--- src/hdl/wdt_pkg.sv ---
// Constants, types and register map of the watchdog interval timer
package wdt_pkg;
	localparam logic [11:0] ADDR_CTRL   = 12'h000;
	localparam logic [11:0] ADDR_COUNT  = 12'h004;
	localparam logic [11:0] ADDR_RSTCTL = 12'h008;
	localparam logic [11:0] ADDR_PWR    = 12'h00C;
	localparam logic [7:0]  KEY_COUNT   = 8'h5A;
	localparam logic [7:0]  KEY_CTRL    = 8'hA5;
	localparam logic [7:0]  COUNT_ZERO  = 8'h00;
	localparam logic [7:0]  COUNT_MAX   = 8'hFF;
	localparam int          BIT_FLAG    = 7;
	localparam int          BIT_MODE    = 6;
	localparam int          BIT_RUN     = 5;
	localparam int          BIT_CRE     = 6;
	localparam logic [1:0]  CTRL_RSVD   = 2'b11;
	localparam logic [4:0]  RST_RSVD    = 5'b1_1111;
	localparam int          CLK_MHZ     = 100;
	localparam int          OVF_OUT_CYC = 128;
	localparam int          CHIP_RST_CYC = 512;
	localparam int          DIV_W       = 13;

	typedef struct packed {
		logic       flag;
		logic       mode;
		logic       run;
		logic [2:0] clk_sel;
	} ctrl_t;

	typedef enum logic [1:0] {PWR_RUN, PWR_STANDBY, PWR_WAKE} pwr_state_t;
endpackage : wdt_pkg

--- src/hdl/pulse_stretch.sv ---
// Fixed-length pulse generator used for overflow output and chip reset
`timescale 1ns/10ps
module pulse_stretch #(
	parameter int LEN = 128
) (
	input  wire logic pclk,
	input  wire logic presetn,
	input  wire logic start,
	output logic      active
);
	localparam int W = $clog2(LEN + 1);
	logic [W-1:0] remaining;

	if (LEN < 1) begin : g_len_check
		$error("pulse_stretch: LEN must be at least 1");
	end

	// Output from a flop so the pin cannot glitch while the count ripples
	always_ff @(posedge pclk or negedge presetn) begin
		if (!presetn) begin
			remaining <= '0;
			active    <= 1'b0;
		end else if (start) begin
			remaining <= W'(LEN - 1);
			active    <= 1'b1;
		end else if (remaining != '0) begin
			remaining <= remaining - W'(1);
		end else begin
			active <= 1'b0;
		end
	end
endmodule : pulse_stretch

--- src/hdl/watchdog_unit.sv ---
// Watchdog / interval timer with APB register access and standby wake
//
// Added by the designer: the APB interface to the registers and the register addresses.
`timescale 1ns/10ps
module watchdog_unit
	import wdt_pkg::*;
#(
	parameter int OVF_LEN = OVF_OUT_CYC,
	parameter int RST_LEN = CHIP_RST_CYC
) (
	input  wire logic        pclk,
	input  wire logic        presetn,
	input  wire logic        psel,
	input  wire logic        penable,
	input  wire logic        pwrite,
	input  wire logic [11:0] paddr,
	input  wire logic [31:0] pwdata,
	output logic [31:0]      prdata,
	output logic             pready,
	output logic             pslverr,
	input  wire logic        nmi_req,
	output logic             overflow_out_n,
	output logic             chip_reset,
	output logic             interval_irq,
	output logic             standby,
	output logic             standby_refused,
	output logic             hold_por_regs
);
	// Pulse lengths must fit the 16-bit length checkers below
	if (OVF_LEN < 1 || RST_LEN < 1 || OVF_LEN >= 2**16 || RST_LEN >= 2**16) begin : g_len_check
		$error("watchdog_unit: pulse lengths must lie in 1 to 65535");
	end

	// Register state
	ctrl_t      timer_ctrl_status;
	logic       watchdog_overflow_flag;
	logic       chip_reset_enable;
	logic [7:0] tick_counter;
	logic [DIV_W-1:0] prescale;
	pwr_state_t pwr_state;
	logic       nmi_meta;
	logic       nmi_sync;
	logic       prescale_q;

	// Bus decode
	wire        wr_access  = psel && penable && pwrite;
	wire        rd_setup   = psel && !penable && !pwrite;
	wire [7:0]  key        = pwdata[15:8];
	wire [7:0]  wdata      = pwdata[7:0];
	wire        hit_shared = (paddr == ADDR_CTRL) || (paddr == ADDR_COUNT);
	wire        wr_count   = wr_access && hit_shared && key == KEY_COUNT;
	wire        wr_ctrl    = wr_access && hit_shared && key == KEY_CTRL;
	wire        wr_rst     = wr_access && paddr == ADDR_RSTCTL;
	wire        clr_wflag  = wr_rst && key == KEY_CTRL && wdata == COUNT_ZERO;
	wire        set_cre    = wr_rst && key == KEY_COUNT;
	wire        wr_pwr     = wr_access && paddr == ADDR_PWR && wdata[0];
	wire        mapped     = hit_shared || paddr == ADDR_RSTCTL || paddr == ADDR_PWR;

	// Clock select: selected prescaler bit, tick on its rising edge
	logic       sel_bit;
	always_comb begin
		case (timer_ctrl_status.clk_sel)
			3'd0:    sel_bit = prescale[0];
			3'd1:    sel_bit = prescale[5];
			3'd2:    sel_bit = prescale[6];
			3'd3:    sel_bit = prescale[7];
			3'd4:    sel_bit = prescale[8];
			3'd5:    sel_bit = prescale[9];
			3'd6:    sel_bit = prescale[11];
			default: sel_bit = prescale[12];
		endcase
	end

	wire counting = timer_ctrl_status.run || pwr_state == PWR_WAKE;
	wire tick     = counting && sel_bit && !prescale_q;
	wire overflow = tick && tick_counter == COUNT_MAX && !wr_count;
	wire ovf_wd   = overflow && timer_ctrl_status.mode && pwr_state == PWR_RUN;
	wire ovf_it   = overflow && !timer_ctrl_status.mode && pwr_state == PWR_RUN;
	wire wd_rst   = ovf_wd && chip_reset_enable;
	// A watchdog-mode overflow clears counter and control either way: the chip reset would
	// do so too, and a running count must not retrigger the reset pulse
	wire soft_clr = ovf_wd;

	always_ff @(posedge pclk or negedge presetn) begin
		if (!presetn) begin
			prescale   <= '0;
			prescale_q <= 1'b0;
		end else begin
			prescale   <= counting ? prescale + DIV_W'(1) : '0;
			prescale_q <= counting ? sel_bit : 1'b0;
		end
	end

	always_ff @(posedge pclk or negedge presetn) begin
		if (!presetn) begin
			nmi_meta <= 1'b0;
			nmi_sync <= 1'b0;
		end else begin
			nmi_meta <= nmi_req;
			nmi_sync <= nmi_meta;
		end
	end

	// Counter: write has priority over a coincident tick
	always_ff @(posedge pclk or negedge presetn) begin
		if (!presetn) begin
			tick_counter <= COUNT_ZERO;
		end else if (wr_count) begin
			tick_counter <= wdata;
		end else if (soft_clr || !counting) begin
			tick_counter <= COUNT_ZERO;
		end else if (tick) begin
			tick_counter <= tick_counter + 8'h01;
		end
	end

	// Control/status; interval flag set beats a same-cycle clear
	always_ff @(posedge pclk or negedge presetn) begin
		if (!presetn) begin
			timer_ctrl_status <= '0;
		end else if (soft_clr) begin
			timer_ctrl_status <= '0;
		end else begin
			if (wr_ctrl) begin
				timer_ctrl_status.mode    <= wdata[BIT_MODE];
				timer_ctrl_status.run     <= wdata[BIT_RUN];
				timer_ctrl_status.clk_sel <= wdata[2:0];
			end
			if (ovf_it) begin
				timer_ctrl_status.flag <= 1'b1;
			end else if (wr_ctrl && !wdata[BIT_FLAG]) begin
				timer_ctrl_status.flag <= 1'b0;
			end
		end
	end

	// Reset control; the internal reset never clears these, only presetn does
	always_ff @(posedge pclk or negedge presetn) begin
		if (!presetn) begin
			watchdog_overflow_flag <= 1'b0;
			chip_reset_enable      <= 1'b0;
		end else begin
			if (ovf_wd) begin
				watchdog_overflow_flag <= 1'b1;
			end else if (clr_wflag) begin
				watchdog_overflow_flag <= 1'b0;
			end
			if (set_cre) begin
				chip_reset_enable <= wdata[BIT_CRE];
			end
		end
	end

	// Standby sequencing
	always_ff @(posedge pclk or negedge presetn) begin
		if (!presetn) begin
			pwr_state       <= PWR_RUN;
			standby_refused <= 1'b0;
		end else begin
			standby_refused <= wr_pwr && timer_ctrl_status.run;
			case (pwr_state)
				PWR_RUN: begin
					if (wr_pwr && !timer_ctrl_status.run) pwr_state <= PWR_STANDBY;
				end
				PWR_STANDBY: begin
					if (nmi_sync) pwr_state <= PWR_WAKE;
				end
				PWR_WAKE: begin
					if (tick && tick_counter == COUNT_MAX) pwr_state <= PWR_RUN;
				end
				default: pwr_state <= PWR_RUN;
			endcase
		end
	end

	logic ovf_active;
	logic rst_active;

	pulse_stretch #(.LEN(OVF_LEN)) u_ovf_pulse (
		.pclk   (pclk),
		.presetn(presetn),
		.start  (ovf_wd),
		.active (ovf_active)
	);

	pulse_stretch #(.LEN(RST_LEN)) u_rst_pulse (
		.pclk   (pclk),
		.presetn(presetn),
		.start  (wd_rst),
		.active (rst_active)
	);

	assign overflow_out_n = !ovf_active;
	assign chip_reset     = rst_active;
	// Port and pin function registers stay on presetn only; this tells them so
	assign hold_por_regs  = rst_active;
	assign interval_irq   = timer_ctrl_status.flag && !timer_ctrl_status.mode;
	assign standby        = pwr_state != PWR_RUN;

	// Read data registered in setup so the access phase completes at once
	wire [31:0] rd_ctrl  = {24'h00_0000, timer_ctrl_status.flag, timer_ctrl_status.mode,
		timer_ctrl_status.run, CTRL_RSVD, timer_ctrl_status.clk_sel};
	wire [31:0] rd_cnt   = {24'h00_0000, tick_counter};
	wire [31:0] rd_rst   = {24'h00_0000, watchdog_overflow_flag, chip_reset_enable, 1'b0,
		RST_RSVD};
	wire [31:0] rd_pwr   = {30'h0000_0000, standby_refused, standby};
	wire [31:0] rd_mux   = (paddr == ADDR_CTRL)   ? rd_ctrl :
		(paddr == ADDR_COUNT)  ? rd_cnt :
		(paddr == ADDR_RSTCTL) ? rd_rst :
		(paddr == ADDR_PWR)    ? rd_pwr : 32'h0000_0000;

	always_ff @(posedge pclk or negedge presetn) begin
		if (!presetn) begin
			prdata <= 32'h0000_0000;
		end else if (rd_setup) begin
			prdata <= rd_mux;
		end
	end

	assign pready  = 1'b1;
	assign pslverr = psel && penable && !mapped;

	// Helper counts for the exact pulse lengths; a repetition that long is too costly
	logic [15:0] ovf_low_cycles;
	logic [15:0] rst_high_cycles;

	always_ff @(posedge pclk or negedge presetn) begin
		if (!presetn) begin
			ovf_low_cycles <= 16'h0000;
		end else begin
			ovf_low_cycles <= overflow_out_n ? 16'h0000 : ovf_low_cycles + 16'h0001;
		end
	end

	always_ff @(posedge pclk or negedge presetn) begin
		if (!presetn) begin
			rst_high_cycles <= 16'h0000;
		end else begin
			rst_high_cycles <= chip_reset ? rst_high_cycles + 16'h0001 : 16'h0000;
		end
	end
endmodule : watchdog_unit

--- config.mk ---
export PLATFORM = sky130hd
export DESIGN_NAME = watchdog_unit
export DESIGN_NICKNAME = d
export VERILOG_FILES = /design/src/hdl/wdt_pkg.sv /design/src/hdl/pulse_stretch.sv /design/src/hdl/watchdog_unit.sv
export SDC_FILE = /design/constraint.sdc
export NUM_CORES = 1
export LEC_CHECK = 0
export BUFFER_PORTS_ARGS = -buffer_cell sky130_fd_sc_hd__buf_4
export CAP_MARGIN = 10
export CORE_ASPECT_RATIO = 0.9
export CORE_MARGIN = 2
export CORE_UTILIZATION = 45
export DETAILED_ROUTE_END_ITERATION = 12
export GPL_ROUTABILITY_DRIVEN = 0
export HOLD_SLACK_MARGIN = 0.02
export PLACE_DENSITY = 0.81
export SYNTH_ARGS = -nofsm -noshare
export SYNTH_HDL_FRONTEND = slang
export SYNTH_SLANG_ARGS = --single-unit
export TNS_END_PERCENT = 50
--- constraint.sdc ---
create_clock -name pclk -period 6.4 [get_ports pclk]
set_clock_uncertainty 0.2 [all_clocks]
set_input_delay 0 -clock pclk [delete_from_list [all_inputs] [get_ports pclk]]
set_output_delay 0 -clock pclk [all_outputs]
set_load 0.02 [all_outputs]
==> results of run 1 <==
==> worst max-delay path, cell delays in order, from the launching register on <==
cell       delay, ps
dfrtp_1          420
nor2b_1          330
o32ai_1          200
nand4bb_1        570
nor3_1           530
nand3_1          410
nand2_1          170
==> power groups by stage <==
stage,clock (mW),sequential [mW],combinational (mW)
finish,0.339,0.399,0.0584
global route,0.365,0.399,0.0649
CTS,0.346,0.399,0.0586
detailed placement,0,0.407,0.0498
global placement,0,0.407,0.0493
floorplan,0,0.407,0.0333
==> logic make-up (layout without fill, tap and decap cells) <==
| kind of cell | Yosys count | in the layout | share of synthesized area |
|---|---|---|---|
| fa+ha+maj | 5 | 5 | 0.0180 |
| xor+xnor | 26 | 26 | 0.0657 |
| mux | 19 | 19 | 0.0556 |
| simple gates | 164 | 164 | 0.239 |
| compound gates | 48 | 48 | 0.0833 |
| flops | 63 | 63 | 0.455 |
| buf+inv | 47 | 96 | 0.0815 |
| other cells | 2 | 25 | 0.00217 |
==> synth_stat cells, drive strengths merged, types with 5 or more instances <==
master,number
nand2,43
inv,10
nor4,9
buf,29
xnor2,10
a21oi,10
nor2b,9
or3,6
ha,5
clkbuf,8
xor2,16
and3,6
o21ai,19
mux2i,17
nor2,39
dfrtp,63
nand4,6
nor3,8
o31ai,7
nand3,19
==> registers in the layout (all words and copies together), names as in the netlist <==
signal	count
prescale_q	1
u_ovf_pulse.active	1
prescale	13
u_rst_pulse.remaining	10
prdata	8
pwr_state	2
u_ovf_pulse.remaining	8
tick_counter	8
nmi_sync	1
chip_reset_enable	1
u_rst_pulse.active	1
watchdog_overflow_flag	1
nmi_meta	1
standby_refused	1
rd_ctrl	6
==> through the flow <==
step | util | area, sq um | worst slack (ps) | instances
2_1_floorplan | - | 3550 | 3950 | 397
3_3_place_gp | 0.505 | 3790 | 3630 | 504
3_5_place_dp | 0.505 | 3790 | 3590 | 504
4_1_cts | 0.560 | 4200 | 3530 | 542
5_1_grt | 0.560 | 4200 | 3280 | 542
6_report | 0.560 | 4200 | 3510 | 542
==> cell usage in the layout (no fill, tap or decap), types with 2 or more instances in the layout <==
cell            n
clkbuf_1        3
dfrtp_1        63
conb_1         25
xnor2_1        10
nand3b_1        2
nor4b_1         2
and3_1          6
mux2_2          2
buf_4          48
nor2b_1         9
a21o_1          2
ha_1            5
nor4_1          9
clkbuf_8       10
nand4b_1        2
nor4bb_1        2
a21boi_0        2
a21oi_1        10
a22oi_1         2
nand2_1        43
nor2_1         39
nand4_1         6
and4b_1         2
or3_1           6
xor2_1         16
mux2i_1        17
o21ai_0        18
nor3_1          8
inv_1          10
o31ai_1         7
nand3_1        19
dlygate4sd3_1  22
or4_1           2
==> worst paths after layout <==
check / startpoint / to / slack [ps] / depth (start not counted)
max: pwr_state[0]$_DFFE_PN0P_ / u_rst_pulse.remaining[4]$_DFFE_PN0P_ / 3510 / 6
min: presetn / u_rst_pulse.remaining[3]$_DFFE_PN0P_ / 60 / 2
max reg2reg: pwr_state[0]$_DFFE_PN0P_ / u_rst_pulse.remaining[4]$_DFFE_PN0P_ / 3510 / 6
min reg2reg: nmi_meta$_DFF_PN0_ / nmi_sync$_DFF_PN0_ / 180 / 0
max in group asynchronous: presetn / tick_counter[6]$_DFFE_PN0P_ / 5400 / 2
min in group pclk: psel / prdata[1]$_DFFE_PN0P_ / 60 / 4
==> layout make-up <==
| type | count | share of cell area |
|---|---|---|
| flip-flops and latches | 63 | 0.375 |
| multi-input cells | 287 | 0.404 |
| clock inverters | 3 | 0.0101 |
| inverters | 10 | 0.00893 |
| well taps | 96 | 0.0286 |
| repair buffers | 70 | 0.138 |
| clock buffers | 13 | 0.0354 |
==> routing by layer <==
metal | GRT usage | part of all wire
met5 | 0 | 0
met2 | 0.288 | 0.45
met1 | 0.261 | 0.47
met3 | 0.0554 | 0.066
met4 | 0.0615 | 0.014
==> metrics.txt, run 1 <==
cell taking the most area after synthesis dfrtp_1; DRT Wirelength 7.42 mm; pwr dens 190 mW/mm^2; Seq pwr share 0.501; Final Setup Violations 0; post_cts resized 0; CTS tree yes; crit-path max FO 12; Total Power 797 uW; buffers added on ports 48; DRT antenna net count 0; Seq cells post-synth 63; DR vias 2849; largest net degree at the start of global routing 64; DR WL/cell 13.7 um; VDD IR-drop max 0.0958 mV; register area share after synthesis 0.455; Comb power frac 0.073; Clk Latency, worst-skew pair 340 ps; Pleak 1.92 nW; die span in y 87.3 um; Worst Setup Path Type reg -> reg; initial core utilization 0.462; Yosys Warn Count 0; syn avg cell area 9.27 sq um; Final Hold Viols 0; Final #Nets 496; Crit. End Element register; Tot GR Track Use 0.189; Hold WC Path Type in -> async; area occupied by multi-input gates 0.00170 sq mm; Seq. cell area 0.00158 sq mm; number of max-cap violations 0; TritonCTS Buffers 9; Final Max Slew Viols 0; fill cell count 666; Mapped Area 0.00347 sq mm; Die Area 0.00843 sq mm; first-pass GRT wire length 12.4 mm; NetSw 184 uW; Synth Instances 374; Starting DRT DRC Count 161; detailed placer's ending HPWL 5.30 mm; clk buf depth 2; initial antenna violation count 0; largest cells by area after synthesis dfrtp_1 45%, buf_4 5.6%, mux2i_1 4.9%; Netlist cell types 48; core area 0.00751 sq mm; Worst-Margin Slew 1020 ps; startpoint types register; Slew headroom 0.317; n_diodes 0; H-tree depth 3; Arr. time, crit path 2960 ps; post-layout min period 2890 ps; vias in the first global route 2621; Core Rows 30; residual DRC count 0; setup bufs post-CTS 0; gr ovfl total 0; outcome finished, final reports clean; Yosys top cell area share 0.455; hold buffer count at CTS 22; Clock power frac 0.426; Sw Ratio 0.230; CTS sink cnt 63; Worst-path clk slew 70 ps; internal power 613 uW; CP required 6470 ps; unrepaired setup endpoints after global routing false; setup tns final 0 ps; die width 96.5 um; layout cell share with drive strength beyond 1 0.146; root buffer cell clkbuf_8; Fmax 0.346 GHz; asr flop ratio synth 1.00; P&R area growth vs syn 21.1%; Ports 90; via/cell ratio 5.26; drt pass-1 iters 4; Post-synth EDFFs 0; dominant synthesized flop cell dfrtp_1; crit share post-route 0.452; Hold Slack 55.9 ps
Note: power is estimated with default switching activity, not from simulation.
==> inputs of run 2 (changes only) <==
- ABC_AREA: unset -> 1
- PLACE_DENSITY: 0.81 -> 0.82
- clock period: 6.4 -> 2.6 ns (I/O delays scaled with it)
==> metrics.txt, run 2 <==
Yosys Warn Count 0; vias in the first global route 3340; Die Area 0.00915 sq mm; WP buf/inv 4; residual DRC count 0; Sw Ratio 0.269; dominant synthesized flop cell dfrtp_1; Fmax 0.398 GHz; crit-path max FO 5; VDD IR-drop max 0.275 mV; Tot GR Track Use 0.204; final core occ 0.589; most frequent cells after synthesis 108 x nand2_1, 75 x inv_1, 63 x dfrtp_1, 58 x nor2_1, 35 x nand3_1; Pleak 2.45 nW; P&R area growth vs syn 26.3%; root buffer cell clkbuf_8; clk buf depth 2; register area share after synthesis 0.417; Slew headroom 0.470; largest net degree at the start of global routing 64; Synth Instances 489; Ports 90; pwr dens 466 mW/mm^2; syn avg cell area 7.73 sq um; Yosys top cell area share 0.417; Synth Area in Compound Gates 0.0768; slowest CP cell dlygate4sd3_1; R2R setup slack 330 ps; Total Power 2.22 mW; final instance area 0.00477 sq mm; outcome finished, final reports clean; Final #Nets 638; Final Setup Violations 0; via/cell ratio 5.17; internal power 1.63 mW; most common cell after layout, fill and taps aside nand2_1; Starting DRT DRC Count 294; drt pass-1 iters 4; CTS sink cnt 63; Post-DP Area 0.00413 sq mm; largest family of logic cells by synthesized area simple AND/OR/NAND/NOR gates; Critical Path Max Stage Delay 600 ps; Worst Setup Path Type in -> reg; Crit path max-delay family buffers and inverters; CP required 2690 ps; n_diodes 0; core area 0.00811 sq mm; largest cells by area after synthesis dfrtp_1 42%, nand2_1 11%, inv_1 7.4%; Worst-Margin Slew 796 ps; asr flop ratio synth 1.00; Clock power frac 0.387; NetSw 598 uW; DRT antenna net count 0; buffers added on ports 48; Seq pwr share 0.468; gr ovfl total 0; first-pass GRT wire length 15.0 mm; Comb power frac 0.145; post-layout min period 2510 ps; layout cell share with drive strength beyond 1 0.191; Worst-path clk slew 70 ps; crit share post-route 0.966; simple-gate area share of the yosys netlist 0.320; Crit. End Element register; count leader, synth nand2_1; Core Rows 31; Mapped Area 0.00378 sq mm; Arr. time, crit path 2600 ps; Clk Latency, worst-skew pair 340 ps; Largest Register prescale; Seq cells post-synth 63; initial antenna violation count 0; cell taking the most area after synthesis dfrtp_1; Post-synth EDFFs 0; most frequent cells in the layout 107 x nand2_1, 75 x inv_1, 63 x dfrtp_1; Hold WC Path Type in -> reg; Netlist cell types 45; adder-cell share of the synthesized area 0.0165; post-synthesis xor/xnor area fraction 0.0255; DRT Wirelength 9.32 mm; die width 101 um; startpoint types input port; initial core utilization 0.466; Final Max Slew Viols 0; worst-path cell chain dlygate4sd3_1 > buf_4 > nor2_2 > nand2_1 > dlygate4sd3_1 > nor2_4 > nand3_4 > o21ai_1 > nand2_1 > dlygate4sd3_1 > nand2_1; DR vias 3545; number of max-cap violations 0; die span in y 91.0 um; Final Hold Viols 0; Largest register FFs 13; mux cell area share after synthesis 0; DR WL/cell 13.6 um; CTS tree yes; H-tree depth 3; biggest regs prescale (13), u_rst_pulse.remaining (10); TritonCTS Buffers 9; detailed placer's ending HPWL 6.03 mm
run 2: cell types whose count changed after synthesis, moves of 9 or more:
cell	before	now
nand3_1	19	35
mux2i_1	17	0
nor2b_1	9	0
inv_1	10	75
nand2_1	43	108
nor2_1	39	58
run 2: path summary, 6_finish.rpt:
path	end	from	cells past startpoint
max reg2reg	u_rst_pulse.remaining[6]$_DFFE_PN0P_	u_rst_pulse.remaining[0]$_DFFE_PN0P_	11
min reg2reg	nmi_sync$_DFF_PN0_	nmi_meta$_DFF_PN0_	0
min	rd_ctrl[0]$_DFFE_PN0P_	pwdata[14]	6
min in group asynchronous	u_ovf_pulse.remaining[4]$_DFFE_PN0P_	presetn	2
max	prdata[0]$_DFFE_PN0P_	paddr[4]	11
max in group asynchronous	prdata[3]$_DFFE_PN0P_	presetn	2
run 2: kinds of logic (layout without fill, tap and decap cells):
family / after synthesis / after routing
buffers and inverters: 110 / 182
and+or+nand+nor: 251 / 254
DFF: 63 / 63
AOI/OAI and AO/OA: 47 / 47
other: 2 / 25
xor gates and xnor gates: 11 / 11
adders and majority gates: 5 / 5
run 2: routing by layer:
metal  track usage  share of wire  wire length [um]  vias to the layer above
li1              -              -                 -                     1712
met1         0.243           0.40              3760                     1671
met2         0.354           0.51              4720                      127
met3        0.0423          0.052               485                       35
met4        0.0833          0.038               350                        0
met5             0              0                 0                        -
run 2: power groups by stage:
stage / Sequential (mW) / Clock (mW) / Combinational [mW]
after floorplan: 1.06 / 0 / 0.180
after global placement: 1.06 / 0 / 0.268
final: 1.04 / 0.860 / 0.322
after detailed placement: 1.06 / 0 / 0.275
after CTS: 1.04 / 0.883 / 0.301
after global routing: 1.04 / 0.911 / 0.355
run 2: timing repair:
| action | CTS | global route |
|---|---|---|
| setup buffers | 0 | 14 |
| hold buffers | 25 | 0 |
| resized for setup | 0 | 12 |
| endpoints found under the hold margin | 89 | 0 |
| setup endpoints to repair | 0 | 40 |
run 2: final cells by class:
type                       count  area (sq um)
fill                         685          3330
sequential                    63          1580
clock inverter                 4          45.0
multi-input combinational    342          1820
tap                           99           124
timing repair buffer          89           756
clock buffer                  11           151
inverter                      78           298
run 2: tightest hold or removal path, delay by kind of cell:
kind | cells | cell delay (ps)
buffers and inverters | 2 | 120
AO/OA/AOI/OAI | 1 | 100
AND/OR/NAND/NOR | 3 | 320
run 2: stage by stage:
step	hold WS, ps	setup TNS [ps]	instances	worst slack [ps]
floorplan	-496	0	512	631
global placement	-88.0	0	629	431
detailed placement	-86.0	0	629	368
CTS	58.8	0	669	87.2
global route	63.9	-156	686	-40.0
finish	30.6	0	686	89.5
